`src/srpd_pkg.sv`:
```
// package of constants and the per-bank row state tracker
`timescale 1ns/10ps
package srpd_pkg;
    // register word addresses on the avalon slave
    localparam logic [3:0] REG_CTRL = 4'h0;
    localparam logic [3:0] REG_STATUS = 4'h1;
    localparam logic [3:0] REG_FLAGS = 4'h2;
    localparam logic [3:0] REG_REFCNT = 4'h3;
    localparam logic [3:0] REG_MODE = 4'h4;
    // control register field positions
    localparam int CTRL_TRP_LSB = 0;
    localparam int CTRL_TRFC_LSB = 8;
    // status register field positions
    localparam int ST_OPEN_LSB = 0;
    localparam int ST_PRECHG_LSB = 8;
    localparam int ST_REF_BIT = 16;
    localparam int ST_SELF_BIT = 17;
    localparam int ST_DLLDIS_BIT = 18;
    localparam int ST_LOCKING_BIT = 19;
    localparam int ST_WRGUARD_BIT = 20;
    // sticky flag positions, cleared by writing one
    localparam int FL_LATBAD_BIT = 0;
    localparam int FL_EARLYWR_BIT = 1;
    localparam int FL_BUSYCMD_BIT = 2;
    // mode register bit positions
    localparam int MR1_DLL_OFF_BIT = 0;
    localparam int MR0_DLL_RST_BIT = 8;
    // clock and timing figures
    localparam int MCLK_HZ = 20000000;
    localparam int MCLK_PERIOD_NS = 1000000000 / MCLK_HZ;
    localparam int T_RP_NS = 15;
    localparam int T_RFC_NS = 160;
    localparam int T_REFI_NS = 7800;
    localparam int T_RP_CYC = (T_RP_NS + MCLK_PERIOD_NS - 1) / MCLK_PERIOD_NS;
    localparam int T_RFC_CYC = (T_RFC_NS + MCLK_PERIOD_NS - 1) / MCLK_PERIOD_NS;
    localparam int T_REFI_CYC = T_REFI_NS / MCLK_PERIOD_NS;
    localparam int WR_GUARD_CYC = 512;
    localparam int DLLK_CYC = 512;
    localparam int AP_DELAY_CYC = 4;
    localparam int DLL_OFF_CL = 6;
    localparam int DLL_OFF_CWL = 6;
    // reset values
    localparam logic [7:0] TRP_RESET = 8'(T_RP_CYC);
    localparam logic [7:0] TRFC_RESET = 8'(T_RFC_CYC);
    // command codes on {ras_n, cas_n, we_n} with chip select low
    typedef enum logic [2:0] {
        CMD_MRS = 3'h0, CMD_REF = 3'h1, CMD_PRE = 3'h2, CMD_ACT = 3'h3,
        CMD_WR = 3'h4, CMD_RD = 3'h5, CMD_ZQ = 3'h6, CMD_NOP = 3'h7
    } srpd_cmd_t;
endpackage

// one bank: open flag, precharge timer and pending auto precharge
module srpd_bank
    import srpd_pkg::*;
(
    input wire logic mclk,
    input wire logic reset_n,
    input wire logic act,
    input wire logic pre,
    input wire logic ap_start,
    input wire logic [7:0] trp_cycles,
    output logic open_ff,
    output logic prechg_ff
);
    logic [7:0] trp_cnt_ff;
    logic [7:0] ap_cnt_ff;
    logic ap_pend_ff;
    logic ap_fire;

    assign ap_fire = ap_pend_ff && (ap_cnt_ff == 8'h00);

    // auto precharge waits out the burst before closing the row
    always_ff @(posedge mclk) begin
        if (!reset_n) begin
            ap_pend_ff <= 1'b0;
            ap_cnt_ff <= 8'h00;
        end else if (ap_start) begin
            ap_pend_ff <= 1'b1;
            ap_cnt_ff <= 8'(AP_DELAY_CYC - 1);
        end else if (ap_fire) begin
            ap_pend_ff <= 1'b0;
        end else if (ap_pend_ff) begin
            ap_cnt_ff <= ap_cnt_ff - 8'h01;
        end
    end

    // row state: an idle bank ignores a precharge, a precharging one restarts its timer
    always_ff @(posedge mclk) begin
        if (!reset_n) begin
            open_ff <= 1'b0;
            prechg_ff <= 1'b0;
            trp_cnt_ff <= 8'h00;
        end else if (act) begin
            open_ff <= 1'b1;
            prechg_ff <= 1'b0;
        end else if ((pre && (open_ff || prechg_ff)) || (ap_fire && open_ff)) begin
            open_ff <= 1'b0;
            prechg_ff <= 1'b1;
            trp_cnt_ff <= (trp_cycles == 8'h00) ? 8'h00 : trp_cycles - 8'h01;
        end else if (prechg_ff) begin
            if (trp_cnt_ff == 8'h00) begin
                prechg_ff <= 1'b0;
            end else begin
                trp_cnt_ff <= trp_cnt_ff - 8'h01;
            end
        end
    end
endmodule

```
`src/srpd_core.sv`:
```
// command decode for precharge, refresh, self refresh and dll-off modes
//
// Design decisions made here: the address map and register access over Avalon-MM.
`timescale 1ns/10ps

// Summary of operation
// - precharge closes one or all banks; bank busy for the precharge time.
// - a10 picks all banks; otherwise bank address picks the single bank.
// - precharge to idle bank is a no-op; to a precharging bank it restarts the timer, so the last one times it.
// - refresh is per command; row address comes from an internal counter.
// - refresh starts at the registering edge and lasts the refresh cycle time.
// - self refresh keeps data with no clock; writes wait 512 clocks after exit.
// - with dll off only read and write latency six are supported.
// - with dll off read strobe starts one cycle earlier, al plus cl minus one.
// - nop and deselect start nothing and disturb nothing running.
module srpd_core
    import srpd_pkg::*;
#(
    parameter int NBANK = 8,
    parameter int REFI_CYC = T_REFI_CYC,
    parameter int GUARD_CYC = WR_GUARD_CYC,
    parameter int LOCK_CYC = DLLK_CYC
) (
    input wire logic mclk,
    input wire logic reset_n,
    input wire logic cke,
    input wire logic cs_n,
    input wire logic ras_n,
    input wire logic cas_n,
    input wire logic we_n,
    input wire logic [2:0] ba,
    input wire logic [13:0] addr,
    input wire logic [3:0] avs_address,
    input wire logic avs_read,
    input wire logic avs_write,
    input wire logic [31:0] avs_writedata,
    input wire logic [3:0] avs_byteenable,
    output logic [31:0] avs_readdata,
    output logic avs_waitrequest,
    output logic rd_strobe_start,
    output logic [NBANK-1:0] bank_open,
    output logic refresh_active,
    output logic self_refresh,
    output logic dll_disabled
);
    // pins pass two flip-flops before any logic reads them
    logic [21:0] pin_meta_ff;
    logic [21:0] pin_sync_ff;
    logic cke_prev_ff;
    logic s_cke;
    logic s_cs_n;
    logic [2:0] s_cmd;
    logic [2:0] s_ba;
    logic [13:0] s_addr;

    always_ff @(posedge mclk) begin
        if (!reset_n) begin
            pin_meta_ff <= 22'h000000;
            pin_sync_ff <= 22'h000000;
            cke_prev_ff <= 1'b0;
        end else begin
            pin_meta_ff <= {cke, cs_n, ras_n, cas_n, we_n, ba, addr};
            pin_sync_ff <= pin_meta_ff;
            cke_prev_ff <= pin_sync_ff[21];
        end
    end

    assign s_cke = pin_sync_ff[21];
    assign s_cs_n = pin_sync_ff[20];
    assign s_cmd = pin_sync_ff[19:17];
    assign s_ba = pin_sync_ff[16:14];
    assign s_addr = pin_sync_ff[13:0];

    // command strobes; deselect and nop decode to nothing at all
    logic cmd_ok;
    logic do_pre;
    logic do_act;
    logic do_rd;
    logic do_wr;
    logic do_ref;
    logic do_mrs;
    logic sr_enter;
    logic sr_exit;
    logic busy_cmd;

    assign cmd_ok = cke_prev_ff && s_cke && !s_cs_n && !self_refresh;
    assign do_pre = cmd_ok && (s_cmd == CMD_PRE);
    assign do_act = cmd_ok && (s_cmd == CMD_ACT);
    assign do_rd = cmd_ok && (s_cmd == CMD_RD);
    assign do_wr = cmd_ok && (s_cmd == CMD_WR);
    assign do_ref = cmd_ok && (s_cmd == CMD_REF) && !refresh_active;
    assign do_mrs = cmd_ok && (s_cmd == CMD_MRS);
    assign sr_enter = cke_prev_ff && !s_cke && !s_cs_n && (s_cmd == CMD_REF) && !self_refresh;
    assign sr_exit = self_refresh && s_cke;
    assign busy_cmd = cmd_ok && refresh_active && (s_cmd != CMD_NOP);

    // control register: precharge and refresh cycle counts
    logic [7:0] trp_ff;
    logic [7:0] trfc_ff;
    logic bus_wr;
    logic bus_rd;

    assign bus_wr = avs_write && !avs_waitrequest;
    assign bus_rd = avs_read && avs_waitrequest;

    always_ff @(posedge mclk) begin
        if (!reset_n) begin
            trp_ff <= TRP_RESET;
            trfc_ff <= TRFC_RESET;
        end else if (bus_wr && (avs_address == REG_CTRL)) begin
            if (avs_byteenable[0]) begin
                trp_ff <= avs_writedata[CTRL_TRP_LSB +: 8];
            end
            if (avs_byteenable[1]) begin
                trfc_ff <= avs_writedata[CTRL_TRFC_LSB +: 8];
            end
        end
    end

    // per-bank trackers, a10 selects all banks
    logic [NBANK-1:0] bank_open_w;
    logic [NBANK-1:0] bank_prechg_w;

    genvar gb;
    generate
        for (gb = 0; gb < NBANK; gb++) begin : g_bank
            logic sel;
            assign sel = (s_ba == 3'(gb));
            srpd_bank u_bank (
                .mclk(mclk),
                .reset_n(reset_n),
                .act(do_act && sel),
                .pre(do_pre && (s_addr[10] || sel)),
                .ap_start((do_rd || do_wr) && s_addr[10] && sel),
                .trp_cycles(trp_ff),
                .open_ff(bank_open_w[gb]),
                .prechg_ff(bank_prechg_w[gb])
            );
        end
    endgenerate

    always_ff @(posedge mclk) begin
        if (!reset_n) begin
            bank_open <= '0;
        end else begin
            bank_open <= bank_open_w;
        end
    end

    // refresh cycle timer and internal row address
    logic [7:0] rfc_cnt_ff;
    logic [15:0] ref_row_ff;
    logic [15:0] refi_cnt_ff;
    logic self_tick;

    assign self_tick = self_refresh && (refi_cnt_ff == 16'h0000);

    always_ff @(posedge mclk) begin
        if (!reset_n) begin
            refresh_active <= 1'b0;
            rfc_cnt_ff <= 8'h00;
        end else if (do_ref) begin
            refresh_active <= 1'b1;
            rfc_cnt_ff <= (trfc_ff == 8'h00) ? 8'h00 : trfc_ff - 8'h01;
        end else if (refresh_active) begin
            if (rfc_cnt_ff == 8'h00) begin
                refresh_active <= 1'b0;
            end else begin
                rfc_cnt_ff <= rfc_cnt_ff - 8'h01;
            end
        end
    end

    // divider paces internal refreshes while in self refresh
    always_ff @(posedge mclk) begin
        if (!reset_n || !self_refresh || self_tick) begin
            refi_cnt_ff <= 16'(REFI_CYC - 1);
        end else begin
            refi_cnt_ff <= refi_cnt_ff - 16'h0001;
        end
    end

    always_ff @(posedge mclk) begin
        if (!reset_n) begin
            ref_row_ff <= 16'h0000;
        end else if (do_ref || self_tick) begin
            ref_row_ff <= ref_row_ff + 16'h0001;
        end
    end

    // self refresh state and the write guard after exit
    logic [9:0] guard_cnt_ff;
    logic wr_guard_ff;

    always_ff @(posedge mclk) begin
        if (!reset_n) begin
            self_refresh <= 1'b0;
        end else if (sr_enter) begin
            self_refresh <= 1'b1;
        end else if (sr_exit) begin
            self_refresh <= 1'b0;
        end
    end

    always_ff @(posedge mclk) begin
        if (!reset_n) begin
            wr_guard_ff <= 1'b0;
            guard_cnt_ff <= 10'h000;
        end else if (sr_exit) begin
            wr_guard_ff <= 1'b1;
            guard_cnt_ff <= 10'(GUARD_CYC - 1);
        end else if (wr_guard_ff) begin
            if (guard_cnt_ff == 10'h000) begin
                wr_guard_ff <= 1'b0;
            end else begin
                guard_cnt_ff <= guard_cnt_ff - 10'h001;
            end
        end
    end

    // mode registers, dll disable and dll reset lock timer
    logic [13:0] mr0_ff;
    logic [13:0] mr1_ff;
    logic [13:0] mr2_ff;
    logic [9:0] lock_cnt_ff;
    logic locking_ff;

    always_ff @(posedge mclk) begin
        if (!reset_n) begin
            mr0_ff <= 14'h0000;
            mr1_ff <= 14'h0000;
            mr2_ff <= 14'h0000;
        end else if (do_mrs) begin
            case (s_ba)
                3'h0: mr0_ff <= s_addr;
                3'h1: mr1_ff <= s_addr;
                3'h2: mr2_ff <= s_addr;
                default: mr0_ff <= mr0_ff;
            endcase
        end
    end

    always_ff @(posedge mclk) begin
        if (!reset_n) begin
            dll_disabled <= 1'b0;
        end else begin
            dll_disabled <= mr1_ff[MR1_DLL_OFF_BIT];
        end
    end

    always_ff @(posedge mclk) begin
        if (!reset_n) begin
            locking_ff <= 1'b0;
            lock_cnt_ff <= 10'h000;
        end else if (do_mrs && (s_ba == 3'h0) && s_addr[MR0_DLL_RST_BIT]) begin
            locking_ff <= 1'b1;
            lock_cnt_ff <= 10'(LOCK_CYC - 1);
        end else if (locking_ff) begin
            if (lock_cnt_ff == 10'h000) begin
                locking_ff <= 1'b0;
            end else begin
                lock_cnt_ff <= lock_cnt_ff - 10'h001;
            end
        end
    end

    // latencies; dll-off forces cas latency six and an early strobe reference
    logic [4:0] cl;
    logic [4:0] cwl;
    logic [4:0] al;
    logic [4:0] rd_dly;
    logic lat_bad;
    logic [31:0] rd_pipe_ff;

    assign cl = dll_disabled ? 5'(DLL_OFF_CL) : 5'({2'b00, mr0_ff[6:4]} + 5'h04);
    assign cwl = 5'({2'b00, mr2_ff[5:3]} + 5'h05);
    assign al = (mr1_ff[4:3] == 2'h1) ? cl - 5'h01 :
                (mr1_ff[4:3] == 2'h2) ? cl - 5'h02 : 5'h00;
    assign rd_dly = dll_disabled ? al + cl - 5'h01 : al + cl;
    assign lat_bad = dll_disabled && (({2'b00, mr0_ff[6:4]} + 5'h04 != 5'(DLL_OFF_CL)) ||
                     (cwl != 5'(DLL_OFF_CWL)));

    always_ff @(posedge mclk) begin
        if (!reset_n) begin
            rd_pipe_ff <= 32'h00000000;
            rd_strobe_start <= 1'b0;
        end else begin
            rd_pipe_ff <= (rd_pipe_ff >> 1) | (do_rd ? (32'h00000001 << (rd_dly - 5'h02)) :
                          32'h00000000);
            rd_strobe_start <= rd_pipe_ff[0];
        end
    end

    // sticky flags; a new event wins over a clear in the same cycle
    logic [2:0] flags_ff;
    logic [2:0] flag_set;
    logic [2:0] flag_clr;

    assign flag_set = {busy_cmd, do_wr && wr_guard_ff, lat_bad && do_rd};
    assign flag_clr = (bus_wr && (avs_address == REG_FLAGS) && avs_byteenable[0]) ?
                      avs_writedata[2:0] : 3'h0;

    always_ff @(posedge mclk) begin
        if (!reset_n) begin
            flags_ff <= 3'h0;
        end else begin
            flags_ff <= (flags_ff & ~flag_clr) | flag_set;
        end
    end

    // avalon slave: one wait state, then data and waitrequest low together
    logic [31:0] nxt_rdata;

    always_comb begin
        nxt_rdata = 32'h00000000;
        case (avs_address)
            REG_CTRL: begin
                nxt_rdata[CTRL_TRP_LSB +: 8] = trp_ff;
                nxt_rdata[CTRL_TRFC_LSB +: 8] = trfc_ff;
            end
            REG_STATUS: begin
                nxt_rdata[ST_OPEN_LSB +: NBANK] = bank_open_w;
                nxt_rdata[ST_PRECHG_LSB +: NBANK] = bank_prechg_w;
                nxt_rdata[ST_REF_BIT] = refresh_active;
                nxt_rdata[ST_SELF_BIT] = self_refresh;
                nxt_rdata[ST_DLLDIS_BIT] = dll_disabled;
                nxt_rdata[ST_LOCKING_BIT] = locking_ff;
                nxt_rdata[ST_WRGUARD_BIT] = wr_guard_ff;
            end
            REG_FLAGS: nxt_rdata[2:0] = flags_ff;
            REG_REFCNT: nxt_rdata[15:0] = ref_row_ff;
            REG_MODE: nxt_rdata = {2'b00, mr1_ff, 2'b00, mr0_ff};
            default: nxt_rdata = 32'h00000000;
        endcase
    end

    always_ff @(posedge mclk) begin
        if (!reset_n) begin
            avs_waitrequest <= 1'b1;
        end else begin
            avs_waitrequest <= !((avs_read || avs_write) && avs_waitrequest);
        end
    end

    always_ff @(posedge mclk) begin
        if (!reset_n) begin
            avs_readdata <= 32'h00000000;
        end else if (bus_rd) begin
            avs_readdata <= nxt_rdata;
        end
    end
endmodule

```
`config.mk`:
```
export PLATFORM = sky130hd
export DESIGN_NAME = srpd_core
export DESIGN_NICKNAME = d
export VERILOG_FILES = /design/src/srpd_pkg.sv /design/src/srpd_core.sv
export SDC_FILE = /design/constraint.sdc
export NUM_CORES = 1
export LEC_CHECK = 0
export ABC_CLOCK_PERIOD_IN_PS = 4100
export BUFFER_PORTS_ARGS = -buffer_cell sky130_fd_sc_hd__clkbuf_2
export CAP_MARGIN = 0
export CORE_AREA = 2 2 240 242
export DETAILED_ROUTE_END_ITERATION = 8
export DIE_AREA = 0 0 242 244
export PLACE_DENSITY = 0.61
export REMOVE_ABC_BUFFERS = 1
export SLEW_MARGIN = 25
export SYNTH_ARGS = -nofsm -noshare
export SYNTH_HDL_FRONTEND = slang
export SYNTH_HIERARCHICAL = 1
export SYNTH_SLANG_ARGS = --single-unit
```
`constraint.sdc`:
```
create_clock -name mclk -period 4.1 [get_ports mclk]
set_clock_uncertainty 0.05 [all_clocks]
set_input_delay 0.41 -clock mclk [delete_from_list [all_inputs] [get_ports mclk]]
set_output_delay 0.41 -clock mclk [all_outputs]
set_load 0.01 [all_outputs]
```
## Yosys cells after proc, flatten, opt, wreduce, memory -nomap -nowiden

Index checks and enable logic that the tools add are counted.

| cells by class | value |
|---|---|
| divide/modulo/power cells | 0 |
| muxes and demuxes | 136 |
| $add $sub $neg | 30 |
| bitwise logic cells | 23 |
| equal/unequal tests | 40 |
| multiply operators | 0 |
| reductions and logical operators | 228 |
| shifts and indexed selects | 1 |
| magnitude comparators | 0 |

Operators by type and width:

| kind | count |
|---|---|
| 2-to-1 mux 8 bit | 29 |
| zero test 8 bit | 19 |
| subtractor 8 x 1 -> 8 bit, second input constant | 19 |
| logical AND 1 bit | 78 |
| nonzero test 2 bit | 36 |
| 2-to-1 mux 1 bit | 67 |
| 2-to-1 mux 9 bit | 7 |
| case mux 13 bit (4 select lines) | 1 |
| AND reduction 2 bit | 26 |
| 2-to-1 mux 2 bit | 24 |
| OR reduction 2 bit | 18 |
| 2-to-1 mux 32 bit | 1 |
| != test 2 x 1 -> 1 bit, second input constant | 16 |
| OR 31 x 32 -> 32 bit | 1 |
| << shifter 1 x 5 -> 32 bit, first input constant | 1 |
| logical OR 1 bit | 30 |
| AND reduction 3 bit | 8 |
| zero test 10 bit | 2 |
| 2-to-1 mux 5 bit | 4 |
| subtractor 10 x 1 -> 10 bit, second input constant | 2 |
| NOT 1 bit | 19 |
| == test 3 bit, second input constant | 6 |
| adder 16 x 1 -> 16 bit, second input constant | 1 |
| zero test 16 bit | 1 |
| 24 further kinds | 42 |

| word-level totals | value |
|---|---|
| flip-flop bits (word level) | 389 |
| memories kept | 0 |
| input bits | 66 |
| output and inout bits | 45 |
| word-level logic and storage cells | 532 |
| bits in latches | 0 |
| ROM bits | 0 |
| RAM bits | 0 |

## Logic depth before layout (Yosys ltp)

Gate-level depths: netlist of the first run.

| logic depth | value |
|---|---|
| word-level depth | 12 |
| gate-level depth with buffers | 15 |
| gate-level depth less buffers | 15 |

## Cells and area by module

Netlist of the first run, hierarchy kept.

Modules (own cells, without submodules):

| module | cells each | instances | area each (µm²) | sequential area each (µm²) |
|---|---|---|---|---|
| srpd_bank | 141 | 8 | 1231.2 | 380.4 |
| srpd_core | 1038 | 1 | 9694.3 | 4644.5 |

## Worst setup path after synthesis of the first run

OpenSTA, ideal clock, no wires.

| timing | value |
|---|---|
| kind | register to register |
| from | register dll_disabled |
| to | register rd_pipe_ff[22] |
| buffers on the path | 1 |
| library setup time | 0.062 ns |
| slack | 0.643 ns |
| cell stages (with the launch flop) | 12 |
| required time | 3.988 ns |
| arrival time | 3.345 ns |
| clock period less this slack | 3.457 ns |
| cells stage by stage | dfxtp_1 clkbuf_1 nand2b_1 inv_1 ha_1 o21ai_0 ha_1 xnor2_1 xor2_1 ha_1 nor4_1 a32o_1 |

| between the ends | value |
|---|---|
| word-level cells in the longest chain between the ends | 11 |
| elaborated cells on any way between the ends | 12 |
| classes of those cells | add/sub (5); shift (1); mux (5); bitwise (1) |

RTL lines:

| what | RTL line | source |
|---|---|---|
| start: declaration | srpd_core.sv:44 | `output logic dll_disabled` |
| start signal: assignment | srpd_core.sv:247 | `dll_disabled <= mr1_ff[MR1_DLL_OFF_BIT];` |
| 2-to-1 mux 5 bit | srpd_core.sv:275 | `assign cl = dll_disabled ? 5'(DLL_OFF_CL) : 5'({2'b00, mr0_ff[6:4]} + 5'h04);` |
| subtractor 5 x 2 -> 5 bit | srpd_core.sv:278 | `(mr1_ff[4:3] == 2'h2) ? cl - 5'h02 : 5'h00;` |
| 2-to-1 mux 5 bit | srpd_core.sv:278 |  |
| 2-to-1 mux 5 bit | srpd_core.sv:277 | `assign al = (mr1_ff[4:3] == 2'h1) ? cl - 5'h01 :` |
| adder 5 bit | srpd_core.sv:279 | `assign rd_dly = dll_disabled ? al + cl - 5'h01 : al + cl;` |
| subtractor 5 x 1 -> 5 bit | srpd_core.sv:279 |  |
| 2-to-1 mux 5 bit * | srpd_core.sv:279 |  |
| subtractor 5 x 2 -> 5 bit * | srpd_core.sv:288 | `rd_pipe_ff <= (rd_pipe_ff >> 1) \| (do_rd ? (32'h00000001 << (rd_dly - 5'h02)) :` |
| << shifter 1 x 5 -> 32 bit * | srpd_core.sv:288 |  |
| 2-to-1 mux 32 bit * | srpd_core.sv:288 |  |
| OR 31 x 32 -> 32 bit * | srpd_core.sv:288 |  |
| end signal: assignment | srpd_core.sv:288 |  |
| end: declaration | srpd_core.sv:273 | `logic [31:0] rd_pipe_ff;` |

Mark *: on every way between the ends. The rest lies on a longest branch, timed or not.
A chain may end at the register's enable or synchronous reset.

## Worst setup path in the final report of the first run

| timing | value |
|---|---|
| from | register dll_disabled |
| to | register rd_pipe_ff[23] |

Same word-level chain as after synthesis.

==> metrics.yaml, run 1 <==
status:
  status: "complete, no violations"
power_and_ir_drop:
  netSwitchingPower_w: 0.00183
  swShare: 0.229
  power_density_nw_per_um2: 354
  internal_power_w: 0.00616
  clockPowerShare: 0.498
  power.share.combinational: 0.028
  finalPower_w: 0.00799
  cellLeakagePower_nw: 8.16
  seqPwrFrac: 0.474
  ir_drop_mv: 0.301
global_route:
  antenna_found_initial: 2
  grt_pass1_vias: 16149
  track_usage: 0.176
  grt_start_max_net_pins: 107
  grt_pass1_wl_mm: 85.0
  overflow: 0
synth:
  ys_seq_area_frac: 0.393
  yosysWarnings: 6
  avgSynthCellArea_sq_um: 9.02
  yosys.cell_types.count: 77
  synth-compound-area-share: 0.170
  synthAdderAreaFrac: 0.0417
  synth_top_family_by_area: "simple AND/OR/NAND/NOR gates"
  synth_cells: 2166
  synth_xor_area_frac: 0.0594
  synth_flop_cell: "dfxtp_1"
  synthMuxAreaShare: 0.0497
  yosys_register_bits: 384
  synth_edf_count: 0
  syn_area_sq_um: 19500
  synthArstFlopShare: 0
  yosys.area_share.simple: 0.248
clocking:
  path_clk_slew_ns: 0.06
  cts_tree: "done"
  numCtsBuffers: 43
  cts.htree.levels: 2
  cts_root_buf: "clkbuf_16"
  clock-sinks: 384
  clk_latency_ns: 0.59
  cts_buffer_depth: 3
timing:
  tightest_slew_ns: 1.07
  period_minus_slack_ns: 3.69
  setup_viol: 0
  fin_crit_sh: 0.900
  final-max-slew-violation-count: 0
  tns_ns: 0
  slew_headroom: 0.287
  hold_viol: 0
  rsz0062_at_grt: "no"
  fmax_mhz: 271
critical_path:
  cp_slowest_stage_delay_ns: 0.68
  start_kind: "flop"
  reg2regPathDepth: 11
  reg2reg_slack_ns: 0.41
  cp_slowest_cell: "xnor2_1"
  worstPathArrival_ns: 4.16
  cp_data_required_time_ns: 4.57
  r2r-start: "dll_disabled"
  crit_fanout: 9
  crit_path_cell_trace: "nand2b_1 -> inv_1 -> ha_1 -> o21ai_0 -> ha_1 -> a21oi_1 -> o21a_1 -> nand3b_1 -> nand4_1 -> xnor2_1 -> a32o_1"
  endpoint: "rd_pipe_ff[23]"
  path_class: "reg2reg"
  end_kind: "flop"
  crit_path_frequent_cell: "ha_1"
  critPathLaunch: "dll_disabled"
  rr_endpoint: "rd_pipe_ff[23]"
cells_and_area:
  finalInstanceArea_sq_um: 22500
  syn2layout_area_growth_pct: 15.3
  drive_above_1_share: 0.116
  fillCellCount: 5586
  multiInputGateArea_sq_um: 11200
  seqCellArea_sq_um: 7690
  fin_nets: 2401
routing:
  firstDrtPassIters: 7
  via_count: 16546
  antenna_left: 0
  via_per_inst: 5.41
  wirelength_mm: 53.2
  post_drt_wl_per_cell_um: 17.4
  drcViolationCount: 0
  drt_first_iter_violations: 1033
placed_design:
  dpl.hpwl_mm: 36.5
  portBuffers: 90
  place_area_sq_um: 20800
  routabilityCongestion: 0.873
floorplan:
  start_util: 0.348
  die_w_um: 242
  die-area_sq_um: 59000
  ios: 111
  row_count: 87
  core_area_sq_um: 56200
  fp.dieH_um: 244
flow_run:
  drv_cap: 0
worst_hold_path:
  hold_path.class: "in2reg"
-- flip-flops by register name, indices dropped and copies added (netlist names), 16 cells and up --
register / count
refi_cnt_ff: 16
pin_meta_ff: 22
ref_row_ff: 16
pin_sync_ff: 22
g_bank.u_bank/trp_cnt_ff: 64
avs_readdata: 30
rd_pipe_ff: 32
g_bank.u_bank/ap_cnt_ff: 64
-- power groups by stage --
stage	clock [W]	combinational, W	sequential, W
2_1_floorplan	0	0.0000775	0.00386
3_3_place_gp	0	0.000204	0.00387
3_5_place_dp	0	0.000206	0.00387
4_1_cts	0.00407	0.000226	0.00378
5_1_grt	0.00422	0.000246	0.00378
6_report	0.00398	0.000226	0.00378
-- cells in the final DEF (no fill, tap or decap), types with 20 or more instances in the layout --
master and count:
nand2b_1 46, nor3_1 67, dfxtp_1 383, xor2_1 58
a21boi_0 20, mux2i_1 97, ha_1 62, clkbuf_2 89
nor2_1 234, inv_1 78, a32o_1 67, or3_1 27
nor4_1 27, and2_1 94, nor3b_1 66, clkbuf_16 44
xnor2_1 72, nand3_1 54, o21a_1 35, buf_4 36
nand2_1 90, nor2b_1 47, o21ai_0 95, a21oi_1 98
dlygate4sd3_1 25
-- worst max-delay path: cells and delay by family, from the launching register on --
| kind | cells | cell delay (ns) |
|---|---|---|
| DFF | 1 | 0.52 |
| AOI/OAI and AO/OA | 4 | 1.01 |
| xor gates and xnor gates | 1 | 0.68 |
| and+or+nand+nor | 3 | 0.70 |
| adders and majority gates | 2 | 0.58 |
| buffers and inverters | 1 | 0.07 |
-- synth_stat cells, drive strengths merged (3+ instances only) --
cell type | n | share of area
a21boi | 28 | 0.011
a21oi | 99 | 0.026
a221oi | 5 | 0.0022
a222oi | 16 | 0.0082
a22o | 12 | 0.0054
a22oi | 5 | 0.0022
a31o | 8 | 0.0036
a31oi | 23 | 0.0099
a32o | 67 | 0.034
and2 | 94 | 0.030
and3 | 8 | 0.0026
buf | 35 | 0.011
clkbuf | 56 | 0.011
dfxtp | 384 | 0.39
ha | 62 | 0.040
inv | 79 | 0.015
mux2i | 97 | 0.050
nand2 | 90 | 0.017
nand2b | 46 | 0.015
nand3 | 54 | 0.014
nand3b | 14 | 0.0054
nand4 | 15 | 0.0048
nand4b | 10 | 0.0045
nor2 | 234 | 0.045
nor2b | 47 | 0.015
nor3 | 68 | 0.017
nor3b | 66 | 0.025
nor4 | 39 | 0.021
nor4b | 3 | 0.0017
o2111ai | 8 | 0.0036
o21a | 35 | 0.013
o21ai | 103 | 0.026
o221a | 8 | 0.0046
o22ai | 8 | 0.0026
o31a | 3 | 0.0013
o32ai | 8 | 0.0036
o41ai | 8 | 0.0067
or2 | 10 | 0.0032
or3 | 27 | 0.0086
or3b | 9 | 0.0040
or4 | 20 | 0.0096
or4b | 3 | 0.0015
xnor2 | 72 | 0.032
xor2 | 58 | 0.026
-- logic make-up (layout without fill, tap and decap cells) --
family	count (synthesis)	count (layout)
AND/OR/NAND/NOR	863	863
multiplexers	97	97
flip-flops	384	384
buffers and inverters	170	306
other	1	3
adder cells (fa/ha/maj)	65	65
AO/OA/AOI/OAI	455	455
XOR/XNOR	131	131
-- final cells by class --
type,instances,share of cell area
timing repair buffer,151,0.0435
clock inverter,25,0.0119
antenna,1,0.000111
multi-input combinational,1613,0.496
inverter,79,0.0132
sequential,384,0.341
clock buffer,51,0.0522
tap,756,0.0420
-- layer usage --
| layer | share of wire | vias up | GRT usage |
|---|---|---|---|
| met5 | 0.00015 | - | 0 |
| met4 | 0.023 | 2 | 0.0565 |
| met3 | 0.064 | 72 | 0.0315 |
| met2 | 0.45 | 450 | 0.286 |
| met1 | 0.46 | 7997 | 0.236 |
| li1 | - | 8025 | - |
-- through the flow --
stage | std cells | hold slack [ns] | setup slack, ns | utilization
floorplan | 2076 | 0.321 | 0.773 | -
global placement | 2958 | 0.332 | 0.442 | 0.371
detailed placement | 2958 | 0.344 | 0.342 | 0.371
CTS | 3059 | 0.00758 | 0.258 | 0.401
global route | 3060 | 0.0166 | 0.153 | 0.401
finish | 3060 | 0.0314 | 0.410 | 0.401
-- worst min path at each step --
stage                            startpoint             end  cells after the start
after floorplan              refi_cnt_ff[0]  refi_cnt_ff[0]                      1
after global placement       refi_cnt_ff[0]  refi_cnt_ff[0]                      1
after detailed placement     refi_cnt_ff[0]  refi_cnt_ff[0]                      1
after CTS                 avs_writedata[13]      trfc_ff[5]                      3
after global routing      avs_writedata[13]      trfc_ff[5]                      3
final                     avs_writedata[13]      trfc_ff[5]                      3
-- what timing repair did --
action	4_1_cts	5_1_grt
endpoints found under the setup margin	0	8
endpoints found under the hold margin	24	0
resized for setup	0	1
setup buffers	0	0
hold buffers	25	0
(Power assumes the default switching activity.)
==> inputs of run 2 (changes only) <==
--- a/config.mk
+++ b/config.mk
@@ -5,7 +5,7 @@
 export SDC_FILE = /design/constraint.sdc
 export NUM_CORES = 1
 export LEC_CHECK = 0
-export ABC_CLOCK_PERIOD_IN_PS = 4100
+export ABC_CLOCK_PERIOD_IN_PS = 4140
 export BUFFER_PORTS_ARGS = -buffer_cell sky130_fd_sc_hd__clkbuf_2
 export CAP_MARGIN = 0
 export CORE_AREA = 2 2 240 242
==> constraint.sdc (replaced) <==
create_clock -name mclk -period 4.14 [get_ports mclk]
set_clock_uncertainty 0.05 [all_clocks]
set_input_delay 0.414 -clock mclk [delete_from_list [all_inputs] [get_ports mclk]]
set_output_delay 0.414 -clock mclk [all_outputs]
set_load 0.01 [all_outputs]
==> run 2 against run 1 <==
Effect of this change:
- clock power is 3% lower
- sequential power hardly changed
- worst hold slack worse by 0.0052 ns
- final area hardly changed
- via count is 0.12% lower
- combinational power is 2% lower
- die area stayed put
- sequential share of layout area hardly changed
- highest routed layer unchanged
==> metrics.yaml, run 2 (same netlist as run 1, synthesis figures left out) <==
status:
  status: "complete, no violations"
clocking:
  path_clk_slew_ns: 0.06
  cts.htree.levels: 2
  cts_root_buf: "clkbuf_16"
  clock-sinks: 384
  clk_latency_ns: 0.58
  postCtsResizedCells: 0
  cts_tree: "done"
  numCtsBuffers: 43
  cts_buffer_depth: 3
placed_design:
  dp_cells: 2960
  detailedPlace.worstSlack_ns: 0.348
  dpl.hpwl_mm: 36.8
  portBuffers: 90
  routabilityCongestion: 0.885
  place_area_sq_um: 20800
cells_and_area:
  drive_above_1_share: 0.115
  finalInstanceArea_sq_um: 22500
  syn2layout_area_growth_pct: 15.2
  antenna_cells: 0
  fillCellCount: 5639
  instances_no_fill: 3061
  multiInputGateArea_sq_um: 11200
  final_common_cell: "dfxtp_1"
  fin_nets: 2402
  fin_util: 0.401
  seqCellArea_sq_um: 7690
  final_cell_mix: "382 x dfxtp_1, 234 x nor2_1, 98 x a21oi_1, 97 x mux2i_1, 95 x o21ai_0"
  reg_top3: "g_bank.u_bank/ap_cnt_ff (64), g_bank.u_bank/trp_cnt_ff (64), rd_pipe_ff (32)"
timing:
  hold_viol: 0
  slew_headroom: 0.276
  tightest_slew_ns: 1.08
  period_minus_slack_ns: 3.85
  whs_ns: 0.0262
  fin_crit_sh: 0.929
  final-max-slew-violation-count: 0
  fmax_mhz: 260
  setup_viol: 0
  fin_ws_ns: 0.293
  rsz0062_at_grt: "yes"
critical_path:
  cp_slowest_cell: "fa_1"
  crit_path_cell_trace: "xnor2_1 -> a21oi_1 -> nor2_1 -> inv_1 -> fa_1 -> ha_1 -> mux2i_1 -> inv_1 -> ha_1 -> nand4_1 -> nor3_1 -> nor2b_1 -> a22o_1"
  start_kind: "flop"
  cp_data_required_time_ns: 4.61
  path_class: "reg2reg"
  end_kind: "flop"
  reg2reg_slack_ns: 0.29
  worstPathArrival_ns: 4.32
  cp_slowest_stage_delay_ns: 0.56
  crit_fanout: 9
power_and_ir_drop:
  ir_drop_mv: 0.270
  cellLeakagePower_nw: 8.15
  power_density_nw_per_um2: 348
floorplan:
  start_util: 0.348
  core_area_sq_um: 56200
  fp.dieH_um: 244
  die_w_um: 242
  ios: 111
  row_count: 87
  die-area_sq_um: 59000
routing:
  drcViolationCount: 0
  via_count: 16526
  wirelength_mm: 52.5
  post_drt_wl_per_cell_um: 17.2
  antenna_left: 0
  via_per_inst: 5.40
  drt_first_iter_violations: 1222
  firstDrtPassIters: 9
global_route:
  grt_pass1_vias: 15801
  track_usage: 0.173
  overflow: 0
  grt_pass1_wl_mm: 83.8
  grt_start_max_net_pins: 135
  antenna_found_initial: 3
worst_hold_path:
  hold_path.class: "in2reg"
flow_run:
  drv_cap: 0
run 2: cell count changes in the layout (fill, tap and decap cells not counted), moves of 2 or more:
cell,before,now
buf_4,36,38
bufinv_16,4,2
clkbuf_1,2,8
clkbuf_8,6,13
clkinv_2,9,1
run 2: cell type report:
| class | instances | area share |
|---|---|---|
| multi-input combinational | 1613 | 0.496 |
| sequential | 384 | 0.341 |
| clock buffer | 63 | 0.0564 |
| timing repair buffer | 152 | 0.0437 |
| tap | 756 | 0.0420 |
| inverter | 79 | 0.0132 |
| clock inverter | 14 | 0.00722 |
run 2: critical path, delay by kind of cell, from the launching register on:
| family | cells | cell delay (ns) |
|---|---|---|
| mux | 1 | 0.26 |
| fa+ha+maj | 3 | 1.14 |
| xor+xnor | 1 | 0.17 |
| simple gates | 4 | 1.13 |
| flops | 1 | 0.53 |
| buf+inv | 2 | 0.22 |
| compound gates | 2 | 0.29 |
run 2: power by group:
part	switching, W	internal, W
clock network	0.00161	0.00227
logic	0.000140	0.0000815
registers	0.0000240	0.00372
run 2: final timing paths:
check | startpoint | end | depth (start not counted)
setup reg to reg | mr0_ff[4] | rd_pipe_ff[17] | 13
hold / removal | avs_writedata[14] | trfc_ff[6] | 3
setup / recovery | mr0_ff[4] | rd_pipe_ff[17] | 13
hold reg to reg | refi_cnt_ff[0] | refi_cnt_ff[0] | 1
run 2: repair_timing:
action,4_1_cts,5_1_grt
endpoints found under the hold margin,23,0
setup endpoints to repair,0,9
hold buffers,24,0
setup buffers,0,0
run 2: metrics by stage:
step | total power [W] | TNS [ns]
CTS | 0.00795 | 0
finish | 0.00784 | 0
global placement | 0.00403 | 0
detailed placement | 0.00403 | 0
floorplan | 0.00390 | 0
global route | 0.00811 | -0.195
run 2: metal layers:
metal,vias to the layer above,GRT usage,share of wire
li1,8007,-,-
met1,7970,0.233,0.46
met2,449,0.277,0.44
met3,94,0.0392,0.065
met4,6,0.0516,0.025
met5,-,0,0.00070
